[src/include/clk_rst_pkg.sv]
// constants, types and field layout for the clock switch and reset controller
package clk_rst_pkg;
   // register byte offsets
   localparam logic [7:0] OFF_SYS_CTRL = 8'h00; // system_control_two
   localparam logic [7:0] OFF_TRAP_CTRL = 8'h04; // watchdog_control_one
   localparam logic [7:0] OFF_IRQ_EN = 8'h08;
   localparam logic [7:0] OFF_IRQ_LATCH = 8'h0c;
   localparam logic [7:0] OFF_STATUS = 8'h10;
   // system_control_two fields
   localparam int BIT_CLK_SEL = 5;
   localparam int BIT_LO_EN = 6;
   localparam int BIT_HI_EN = 7;
   // watchdog_control_one fields
   localparam int BIT_TRAP_RAM = 0; // trap_ram_area_bit
   localparam int BIT_TRAP_RST = 1; // 1: trap resets, 0: trap interrupts
   localparam int BIT_WDT_EN = 2;
   // reset values
   localparam logic [7:0] SYS_CTRL_RST = 8'h80;
   localparam logic [7:0] TRAP_CTRL_RST = 8'h06;
   localparam logic [15:0] IRQ_RST = 16'h0000;
   // interrupt latch used by the address trap
   localparam int IRQ_TRAP_BIT = 2;
   // timing: one ref_clk period stands for one high_clock_freq period
   localparam int CLK_PERIOD_NS = 50;
   localparam int PIN_LOW_MIN_NS = 12 * CLK_PERIOD_NS;
   localparam int PIN_LOW_CYC = (PIN_LOW_MIN_NS + CLK_PERIOD_NS - 1) / CLK_PERIOD_NS;
   localparam int INT_RST_MAX_NS = 24 * CLK_PERIOD_NS;
   localparam int INT_RST_CYC = INT_RST_MAX_NS / CLK_PERIOD_NS;
   // prescaler ratio giving the low clock enable
   localparam int LO_DIV = 8;
   // fetch address regions
   localparam logic [15:0] SPECIAL_FUNCTION_AREA_LO = 16'h0000;
   localparam logic [15:0] SPECIAL_FUNCTION_AREA_HI = 16'h003f;
   localparam logic [15:0] RAM_LO = 16'h0040;
   localparam logic [15:0] RAM_HI = 16'h083f;
   localparam logic [15:0] DATA_BUFFER_REGION_LO = 16'h0f00;
   localparam logic [15:0] DATA_BUFFER_REGION_HI = 16'h0fff;
   localparam logic [15:0] RESET_VECTOR = 16'hfffe;
   // axi responses
   localparam logic [1:0] RESP_OKAY = 2'b00;
   localparam logic [1:0] RESP_SLVERR = 2'b10;
   typedef enum logic [1:0] {
      SINGLE_CLOCK_FAST_MODE = 2'b00,
      DUAL_CLOCK_FAST_MODE = 2'b01,
      LOW_CLOCK_DUAL_OSC_MODE = 2'b10,
      LOW_CLOCK_ONLY_MODE = 2'b11
   } mode_t;
   typedef struct packed {
      logic hi_en;
      logic lo_en;
      logic clk_sel;
   } clk_ctrl_t;
   typedef struct packed {
      logic pin;
      logic trap;
      logic wdt;
      logic clk_loss;
   } cause_t;
endpackage

[src/rtl/clock_switch_and_reset_ctrl.sv]
// clock source switching and chip reset generation with an axi4-lite register port
// Functional notes
// - writing clock select 1 moves the system clock to the low oscillator
// - clearing the high oscillator enable stops the high oscillator
// - setting the low oscillator enable starts the low oscillator
// - after select cleared, keep low clock until clocks align, then change
// - reset pin low in slow mode resets; comes up in single clock fast mode
// - internal reset requests hold the chip in reset at most 24 clock periods
// - internal resets never drive the external reset pin low
// - reset pin low for twelve clock periods is recognised as reset
// - on release, fetch the vector at the top two bytes and start there
// - reset clears master enable, enable flags and interrupt latches
// - reset clears prescaler and divider and leaves watchdog enabled
// - fetch from special, buffer or trapped ram area raises address trap reset
// - address trap response selectable between reset and interrupt
// - disabling the selected or both oscillators raises a clock loss reset
`timescale 1ns/1ps
`default_nettype none
module clock_switch_and_reset_ctrl
   import clk_rst_pkg::*;
(
   // clock and reset
   input wire logic ref_clk,
   input wire logic reset_n,
   // axi4-lite write channels
   input wire logic [7:0] s_axi_awaddr,
   input wire logic s_axi_awvalid,
   output logic s_axi_awready,
   input wire logic [31:0] s_axi_wdata,
   input wire logic [3:0] s_axi_wstrb,
   input wire logic s_axi_wvalid,
   output logic s_axi_wready,
   output logic [1:0] s_axi_bresp,
   output logic s_axi_bvalid,
   input wire logic s_axi_bready,
   // axi4-lite read channels
   input wire logic [7:0] s_axi_araddr,
   input wire logic s_axi_arvalid,
   output logic s_axi_arready,
   output logic [31:0] s_axi_rdata,
   output logic [1:0] s_axi_rresp,
   output logic s_axi_rvalid,
   input wire logic s_axi_rready,
   // external reset pin (input with pull-up)
   input wire logic reset_pin_in,
   output logic reset_pin_out,
   output logic reset_pin_oe,
   // cpu side
   input wire logic fetch_valid,
   input wire logic [15:0] fetch_addr,
   input wire logic wdt_expire,
   input wire logic [15:0] irq_req,
   output logic irq_pending,
   output logic chip_reset_n,
   output logic vector_fetch,
   output logic [15:0] vector_addr,
   // oscillator and clock control
   output logic hi_osc_run,
   output logic lo_osc_run,
   output logic run_on_lo,
   output logic lo_tick,
   output logic wdt_enable,
   output mode_t mode
);
   // byte-lane merge for a 16-bit register
   function automatic logic [15:0] merge16(input logic [15:0] old, input logic [31:0] wd,
                                           input logic [3:0] strb);
      merge16 = {strb[1] ? wd[15:8] : old[15:8], strb[0] ? wd[7:0] : old[7:0]};
   endfunction
   // true when the offset names a register
   function automatic logic mapped(input logic [7:0] a);
      if (a == OFF_SYS_CTRL) mapped = 1'b1;
      else if (a == OFF_TRAP_CTRL) mapped = 1'b1;
      else if (a == OFF_IRQ_EN) mapped = 1'b1;
      else if (a == OFF_IRQ_LATCH) mapped = 1'b1;
      else if (a == OFF_STATUS) mapped = 1'b1;
      else mapped = 1'b0;
   endfunction
   // clock loss check on a proposed control value
   function automatic logic clk_loss(input clk_ctrl_t c);
      clk_loss = (!c.hi_en && !c.lo_en) || (!c.hi_en && !c.clk_sel) ||
                 (!c.lo_en && c.clk_sel);
   endfunction
   logic pin_s1_r, pin_s2_r, pin_rst_r, pin_rst_nxt, sys_rst, sys_rst_d_r, vec_r;
   logic [4:0] pin_cnt_r, pin_cnt_nxt, int_cnt_r, int_cnt_nxt, low_run_r, low_run_nxt;
   logic trap_hit, trap_rst_req, loss_req, int_req, wr_fire;
   cause_t cause_r, cause_nxt;
   clk_ctrl_t ctrl_r, ctrl_nxt, ctrl_wr;
   logic [2:0] trap_ctrl_r, trap_ctrl_nxt, presc_r, presc_nxt;
   logic [15:0] irq_en_r, irq_en_nxt, irq_lat_r, irq_lat_nxt, irq_set;
   logic run_lo_r, run_lo_nxt, aw_hold_r, aw_hold_nxt, w_hold_r, w_hold_nxt;
   logic bvalid_r, bvalid_nxt, rvalid_r, rvalid_nxt;
   logic [7:0] aw_addr_r, aw_addr_nxt, wa;
   logic [31:0] w_data_r, w_data_nxt, rdata_r, rdata_nxt, wd;
   logic [3:0] w_strb_r, w_strb_nxt, ws;
   logic [1:0] bresp_r, bresp_nxt, rresp_r, rresp_nxt;
   // two-stage pin synchroniser; only the second stage feeds logic
   always_ff @(posedge ref_clk) begin
      if (!reset_n) begin
         pin_s1_r <= 1'b1;
         pin_s2_r <= 1'b1;
      end else begin
         pin_s1_r <= reset_pin_in;
         pin_s2_r <= pin_s1_r;
      end
   end
   // pin filter: glitches shorter than the minimum low time are ignored
   always_comb begin
      pin_cnt_nxt = pin_cnt_r;
      low_run_nxt = pin_s2_r ? 5'h00 : (low_run_r == 5'h1f) ? low_run_r : low_run_r + 5'h01;
      pin_rst_nxt = pin_rst_r;
      if (pin_s2_r) begin
         pin_cnt_nxt = 5'h00;
         pin_rst_nxt = 1'b0;
      end else if (pin_cnt_r == 5'(PIN_LOW_CYC - 1)) begin
         pin_rst_nxt = 1'b1;
      end else begin
         pin_cnt_nxt = pin_cnt_r + 5'h01;
      end
   end
   // pin drive stays off: internal resets are not seen at the pin
   assign reset_pin_out = 1'b0;
   assign reset_pin_oe = 1'b0;
   // one merged synchronous reset for the control, interrupt, prescaler and clock-run state; the other registers use the plain bus reset
   assign sys_rst = !reset_n || pin_rst_r || (int_cnt_r != 5'h00);
   assign chip_reset_n = !sys_rst;
   // address trap detect, ignored while already in reset
   assign trap_hit = fetch_valid && !sys_rst &&
      ((fetch_addr >= SPECIAL_FUNCTION_AREA_LO && fetch_addr <= SPECIAL_FUNCTION_AREA_HI) ||
       (fetch_addr >= DATA_BUFFER_REGION_LO && fetch_addr <= DATA_BUFFER_REGION_HI) ||
       (trap_ctrl_r[BIT_TRAP_RAM] && fetch_addr >= RAM_LO && fetch_addr <= RAM_HI));
   assign trap_rst_req = trap_hit && trap_ctrl_r[BIT_TRAP_RST];
   // axi write combine: address and data may arrive in either order
   assign s_axi_awready = !aw_hold_r && !bvalid_r;
   assign s_axi_wready = !w_hold_r && !bvalid_r;
   assign wa = aw_hold_r ? aw_addr_r : s_axi_awaddr;
   assign wd = w_hold_r ? w_data_r : s_axi_wdata;
   assign ws = w_hold_r ? w_strb_r : s_axi_wstrb;
   assign wr_fire = !bvalid_r && (aw_hold_r || s_axi_awvalid) && (w_hold_r || s_axi_wvalid);
   assign ctrl_wr = ws[0] ? {wd[BIT_HI_EN], wd[BIT_LO_EN], wd[BIT_CLK_SEL]} : ctrl_r;
   assign loss_req = wr_fire && !sys_rst && wa == OFF_SYS_CTRL && clk_loss(ctrl_wr);
   assign int_req = trap_rst_req || loss_req || (wdt_expire && !sys_rst);
   // internal reset timer and cause capture
   always_comb begin
      int_cnt_nxt = int_cnt_r;
      cause_nxt = cause_r;
      if (int_cnt_r != 5'h00) begin
         int_cnt_nxt = int_cnt_r - 5'h01;
      end else if (int_req) begin
         int_cnt_nxt = 5'(INT_RST_CYC);
         cause_nxt = '{pin: 1'b0, trap: trap_rst_req, wdt: wdt_expire, clk_loss: loss_req};
      end
      if (pin_rst_r) begin
         cause_nxt = '{pin: 1'b1, trap: 1'b0, wdt: 1'b0, clk_loss: 1'b0};
      end
   end
   // control, interrupt and prescaler state under the merged reset
   always_comb begin
      ctrl_nxt = ctrl_r;
      trap_ctrl_nxt = trap_ctrl_r;
      irq_en_nxt = irq_en_r;
      irq_set = irq_req;
      if (trap_hit && !trap_ctrl_r[BIT_TRAP_RST]) begin
         irq_set[IRQ_TRAP_BIT] = 1'b1;
      end
      irq_lat_nxt = irq_lat_r;
      if (wr_fire && wa == OFF_SYS_CTRL && !loss_req) begin
         ctrl_nxt = ctrl_wr;
      end
      if (wr_fire && wa == OFF_TRAP_CTRL && ws[0]) begin
         trap_ctrl_nxt = wd[2:0];
      end
      if (wr_fire && wa == OFF_IRQ_EN) begin
         irq_en_nxt = merge16(irq_en_r, wd, ws);
      end
      if (wr_fire && wa == OFF_IRQ_LATCH) begin
         irq_lat_nxt = merge16(irq_lat_r, wd, ws) & irq_lat_r; // writing 0 clears
      end
      irq_lat_nxt = irq_lat_nxt | irq_set; // a new request beats a clear
      presc_nxt = (presc_r == 3'(LO_DIV - 1)) ? 3'h0 : presc_r + 3'h1;
      // hold the low clock until the next aligned low tick before going fast
      run_lo_nxt = run_lo_r;
      if (ctrl_r.clk_sel) begin
         run_lo_nxt = 1'b1;
      end else if (lo_tick) begin
         run_lo_nxt = 1'b0;
      end
      if (sys_rst) begin
         ctrl_nxt = {SYS_CTRL_RST[BIT_HI_EN], SYS_CTRL_RST[BIT_LO_EN],
                     SYS_CTRL_RST[BIT_CLK_SEL]};
         trap_ctrl_nxt = TRAP_CTRL_RST[2:0];
         irq_en_nxt = IRQ_RST;
         irq_lat_nxt = IRQ_RST;
         presc_nxt = 3'h0;
         run_lo_nxt = 1'b0;
      end
   end

   assign lo_tick = (presc_r == 3'(LO_DIV - 1));
   assign hi_osc_run = ctrl_r.hi_en;
   assign lo_osc_run = ctrl_r.lo_en;
   assign run_on_lo = run_lo_r;
   assign wdt_enable = trap_ctrl_r[BIT_WDT_EN];
   assign irq_pending = irq_en_r[0] && |(irq_en_r[15:1] & irq_lat_r[15:1]);
   assign vector_fetch = vec_r;
   assign vector_addr = RESET_VECTOR;
   // operating mode from the clock in use and the enable of the other oscillator
   always_comb begin
      if (!run_lo_r) mode = ctrl_r.lo_en ? DUAL_CLOCK_FAST_MODE : SINGLE_CLOCK_FAST_MODE;
      else mode = ctrl_r.hi_en ? LOW_CLOCK_DUAL_OSC_MODE : LOW_CLOCK_ONLY_MODE;
   end
   // axi channel bookkeeping
   always_comb begin
      aw_hold_nxt = aw_hold_r;
      aw_addr_nxt = aw_addr_r;
      w_hold_nxt = w_hold_r;
      w_data_nxt = w_data_r;
      w_strb_nxt = w_strb_r;
      bvalid_nxt = bvalid_r;
      bresp_nxt = bresp_r;
      rvalid_nxt = rvalid_r;
      rresp_nxt = rresp_r;
      rdata_nxt = rdata_r;
      if (s_axi_awvalid && s_axi_awready) begin
         aw_hold_nxt = 1'b1;
         aw_addr_nxt = s_axi_awaddr;
      end
      if (s_axi_wvalid && s_axi_wready) begin
         w_hold_nxt = 1'b1;
         w_data_nxt = s_axi_wdata;
         w_strb_nxt = s_axi_wstrb;
      end
      if (wr_fire) begin
         aw_hold_nxt = 1'b0;
         w_hold_nxt = 1'b0;
         bvalid_nxt = 1'b1;
         bresp_nxt = mapped(wa) ? RESP_OKAY : RESP_SLVERR;
      end else if (bvalid_r && s_axi_bready) begin
         bvalid_nxt = 1'b0;
      end
      if (s_axi_arvalid && s_axi_arready) begin
         rvalid_nxt = 1'b1;
         rresp_nxt = mapped(s_axi_araddr) ? RESP_OKAY : RESP_SLVERR;
         rdata_nxt = 32'h0000_0000;
         if (s_axi_araddr == OFF_SYS_CTRL) begin
            rdata_nxt[BIT_HI_EN] = ctrl_r.hi_en;
            rdata_nxt[BIT_LO_EN] = ctrl_r.lo_en;
            rdata_nxt[BIT_CLK_SEL] = ctrl_r.clk_sel;
         end else if (s_axi_araddr == OFF_TRAP_CTRL) begin
            rdata_nxt[2:0] = trap_ctrl_r;
         end else if (s_axi_araddr == OFF_IRQ_EN) begin
            rdata_nxt[15:0] = irq_en_r;
         end else if (s_axi_araddr == OFF_IRQ_LATCH) begin
            rdata_nxt[15:0] = irq_lat_r;
         end else if (s_axi_araddr == OFF_STATUS) begin
            rdata_nxt[7:0] = {cause_r, 1'b0, run_lo_r, mode};
         end
      end else if (rvalid_r && s_axi_rready) begin
         rvalid_nxt = 1'b0;
      end
   end

   assign s_axi_arready = !rvalid_r;
   assign s_axi_bvalid = bvalid_r;
   assign s_axi_bresp = bresp_r;
   assign s_axi_rvalid = rvalid_r;
   assign s_axi_rresp = rresp_r;
   assign s_axi_rdata = rdata_r;

   // registers on the plain bus reset
   always_ff @(posedge ref_clk) begin
      if (!reset_n) begin
         pin_cnt_r <= 5'h00;
         low_run_r <= 5'h00;
         pin_rst_r <= 1'b0;
         int_cnt_r <= 5'h00;
         cause_r <= '0;
         sys_rst_d_r <= 1'b1;
         vec_r <= 1'b0;
         aw_hold_r <= 1'b0;
         aw_addr_r <= 8'h00;
         w_hold_r <= 1'b0;
         w_data_r <= 32'h0000_0000;
         w_strb_r <= 4'h0;
         bvalid_r <= 1'b0;
         bresp_r <= RESP_OKAY;
         rvalid_r <= 1'b0;
         rresp_r <= RESP_OKAY;
         rdata_r <= 32'h0000_0000;
      end else begin
         pin_cnt_r <= pin_cnt_nxt;
         low_run_r <= low_run_nxt;
         pin_rst_r <= pin_rst_nxt;
         int_cnt_r <= int_cnt_nxt;
         cause_r <= cause_nxt;
         sys_rst_d_r <= sys_rst;
         vec_r <= sys_rst_d_r && !sys_rst;
         aw_hold_r <= aw_hold_nxt;
         aw_addr_r <= aw_addr_nxt;
         w_hold_r <= w_hold_nxt;
         w_data_r <= w_data_nxt;
         w_strb_r <= w_strb_nxt;
         bvalid_r <= bvalid_nxt;
         bresp_r <= bresp_nxt;
         rvalid_r <= rvalid_nxt;
         rresp_r <= rresp_nxt;
         rdata_r <= rdata_nxt;
      end
   end

   // state cleared by the merged reset inside the next-value logic
   always_ff @(posedge ref_clk) begin
      ctrl_r <= ctrl_nxt;
      trap_ctrl_r <= trap_ctrl_nxt;
      irq_en_r <= irq_en_nxt;
      irq_lat_r <= irq_lat_nxt;
      presc_r <= presc_nxt;
      run_lo_r <= run_lo_nxt;
   end
endmodule
`default_nettype wire

[config.mk]
export PLATFORM = sky130hd
export DESIGN_NAME = clock_switch_and_reset_ctrl
export DESIGN_NICKNAME = d
export VERILOG_FILES = /design/src/include/clk_rst_pkg.sv /design/src/rtl/clock_switch_and_reset_ctrl.sv
export SDC_FILE = /design/constraint.sdc
export NUM_CORES = 1
export LEC_CHECK = 0
export BUFFER_PORTS_ARGS = -buffer_cell sky130_fd_sc_hd__buf_2
export CAP_MARGIN = 10
export CORE_MARGIN = 2
export CORE_UTILIZATION = 45
export DETAILED_ROUTE_END_ITERATION = 16
export PLACE_DENSITY = 0.69
export SLEW_MARGIN = 20
export SYNTH_ARGS = -nofsm -noshare
export SYNTH_HDL_FRONTEND = slang
export SYNTH_SLANG_ARGS = --single-unit
[constraint.sdc]
create_clock -name ref_clk -period 2.7 [get_ports ref_clk]
set_clock_uncertainty 0.1 [all_clocks]
set_input_delay 0.135 -clock ref_clk [delete_from_list [all_inputs] [get_ports ref_clk]]
set_output_delay 0.135 -clock ref_clk [all_outputs]
set_load 0.03 [all_outputs]
==> flow_metrics.tcl <==
set metrics [dict create \
    ys_seq_area_share_pct 41.8 \
    die_y_microns 112 \
    fp.dieArea_sq_um 12500 \
    status "finished, final reports clean" \
    syn-instance-count 605 \
    synth_commonest_cells "109 x dfxtp_1, 83 x nand2_1, 58 x nor2_1, 57 x a21oi_1, 39 x buf_4" \
    crit_path_frequent_cell "or4_4" \
    drv_slew 0 \
    place_ws_ns 0.243 \
    syn_to_final_growth_pct 23.6 \
    worst_ir_drop_vdd_mv 0.337 \
    cts_htree_levels 3 \
    final_nets 844 \
    clk_latency_ns 0.35 \
    grt_pass1_wl_microns 21500 \
    syn_area_sq_um 5220 \
    synth_warnings 0 \
    hold_viol 0 \
    wl_per_cell_microns 14.7 \
    cp_slowest_cell "dlygate4sd3_1" \
    dr.pass1.iters 5 \
    tightest_slew_ns 0.823 \
    layout-drive-gt1-share_pct 22.2 \
    yosysTopAreaCell "dfxtp_1" \
    synth_area_leaders "dfxtp_1 42%, nand2_1 6.0%, buf_4 5.6%" \
    crit_start "s_axi_awaddr[0]" \
    core_sq_um 11400 \
    max-cap-violations 0 \
    clock_tree.root_cell "clkbuf_16" \
    port_buffers 102 \
    powerDensity_nw_per_um2 636 \
    fp.dieW_microns 112 \
    p_switching_uw 1350 \
    holdWs_ns 0.0535 \
    combPwrFrac_pct 22.9 \
    start_util_pct 45.9 \
    cp_max_fo 3 \
    finalSetupViolations 0 \
    grt_max_degree 44 \
    placedInstanceArea_sq_um 5670 \
    numCtsBuffers 9 \
    r2r-end "cause_r[1]$_SDFFE_PP0P_" \
    rows 39 \
    fin_util_pct 56.7 \
    fmax_mhz 383 \
    overflow 0 \
    synth_area_per_cell_sq_um 8.63 \
    power_frac_seq_pct 46.0 \
    vias_per_cell 5.18 \
    crit_chain "dlygate4sd3_1 -> buf_2 -> or4_4 -> or4_4 -> a211oi_4 -> and3_1 -> mux2i_1 -> nor2_1" \
    grt_pass1_vias 4432 \
    rrSetupSlack_ns 0.35 \
    period_share_pct 96.8 \
    dp_hpwl_microns 9530 \
    internal_power_uw 2750 \
    hold_class "input pin to register" \
    synth_cell_types 58 \
    cts_sinks 109 \
    p_clk_share_pct 31.1 \
    clock_path_buffers 2 \
    ios 163 \
    final_area_sq_um 6450 \
    cp-end-kind "register" \
    drc_errors 0 \
    antenna_found_initial 0 \
    antennaDiodeCount 0 \
    ys.flop_type "dfxtp_1" \
    synth_seq_cells 109 \
    wirelength_microns 13100 \
    startpoint_type "input pin" \
    endpoint "trap_ctrl_r[0]$_SDFFE_PN0P_" \
    cp_data_arrival_time_ns 2.74 \
    async_reset_ff_share_pct 0 \
    critPathMaxStageDelay_ns 0.53 \
    cts_tree "built" \
    gr-usage-all-layers_pct 21.3 \
    vias 4628 \
    critPathRequiredTime_ns 2.83 \
    min_period_ns 2.61 \
    critical_path_class "input pin to register" \
    gp_congestion 0.856 \
    postRouteAntennaNets 0 \
    clkSlewWorstSetupHoldPaths_ns 0.07 \
    swShare_pct 33.0 \
    synth_top_area_share_pct 41.8 \
    synth_edf_count 0 \
    r2r_cells 9 \
    r2r_start "int_cnt_r[0]$_SDFFE_PN0P_" \
    drt_iter0_markers 333 \
    worst_slack_ns 0.0872 \
    slew_headroom_pct 45.1 \
    yosysMostFrequentCell "dfxtp_1" \
    leakage_uw 0.00267 \
]
-- cell type report --
class,count,area [sq um]
fill,1063,4920
multi-input combinational,444,2650
sequential,109,2180
timing repair buffer,161,1080
clock buffer,9,225
tap,143,179
inverter,21,78.8
clock inverter,7,57.6
-- power by group through the flow --
stage | Clock [uW] | Combinational (uW) | Sequential (uW)
2_1_floorplan | 0 | 667 | 1920
3_3_place_gp | 0 | 853 | 1910
3_5_place_dp | 0 | 881 | 1920
4_1_cts | 1300 | 936 | 1880
5_1_grt | 1370 | 1030 | 1900
6_report | 1280 | 939 | 1890
-- cells by family (layout without fill, tap and decap cells) --
logic type	count (synthesis)	after routing	synth area share, %
multiplexers	44	44	8.80
adder cells (fa/ha/maj)	4	4	0.959
other	2	36	0.144
AO/OA/AOI/OAI	138	138	18.2
AND/OR/NAND/NOR	218	218	19.2
flip-flops	109	109	41.8
buffers and inverters	86	198	10.2
XOR/XNOR	4	4	0.671
-- through the flow --
step           instances  total power (uW)  setup TNS, ns
2_1_floorplan        639              2580              0
5_1_grt              894              4310       -0.00217
4_1_cts              892              4120              0
3_3_place_gp         829              2760              0
6_report             894              4100              0
3_5_place_dp         829              2800              0
-- metal layers --
metal  vias to the layer above  wire (microns)  GRT usage (%)
met5                         -               0              0
met3                        10             735           3.65
met1                      2134            6010           28.6
li1                       2326               -              -
met2                       158            6260           35.5
met4                         0             116           5.68
-- registers in the layout (all words and copies together), names as in the netlist, 2 cells and up --
signal and count:
aw_addr_r 8, cause_r 4, int_cnt_r 5, irq_en_r 16, irq_lat_r 16, pin_cnt_r 5, presc_r 3, s_axi_rdata 16
trap_ctrl_r 3, w_data_r 16, w_strb_r 2
-- critical path, delay by kind of cell --
kind / cells / cell delay [ns]
AO/OA/AOI/OAI: 1 / 0.27
buffers and inverters: 2 / 0.66
multiplexers: 1 / 0.23
AND/OR/NAND/NOR: 4 / 1.43
-- timing repair --
action	4_1_cts	5_1_grt
endpoints found under the hold margin	46	0
buffers inserted	0	2
gates resized for setup	0	2
endpoints found under the setup margin	0	12
hold buffers	47	0
-- placed cells by master, fill, tap and decap left out, types with 19 or more instances in the layout --
master and n:
buf_2 102, nand3_1 19, mux2i_1 29, dfxtp_1 109, conb_1 36, dlygate4sd3_1 47
inv_1 20, nand2_1 83, nor2_1 58, a21oi_1 57
-- worst min-delay path by stage --
stage	from	to	cells after the start
floorplan	s_axi_rready	s_axi_rvalid$_SDFFE_PN0P_	1
global placement	reset_pin_in	pin_s1_r$_SDFF_PN1_	2
detailed placement	reset_pin_in	pin_s1_r$_SDFF_PN1_	2
CTS	reset_n	pin_s1_r$_SDFF_PN1_	2
global route	reset_n	pin_s2_r$_SDFF_PN1_	2
finish	reset_n	pin_s1_r$_SDFF_PN1_	2
(Power assumes the default switching activity.)
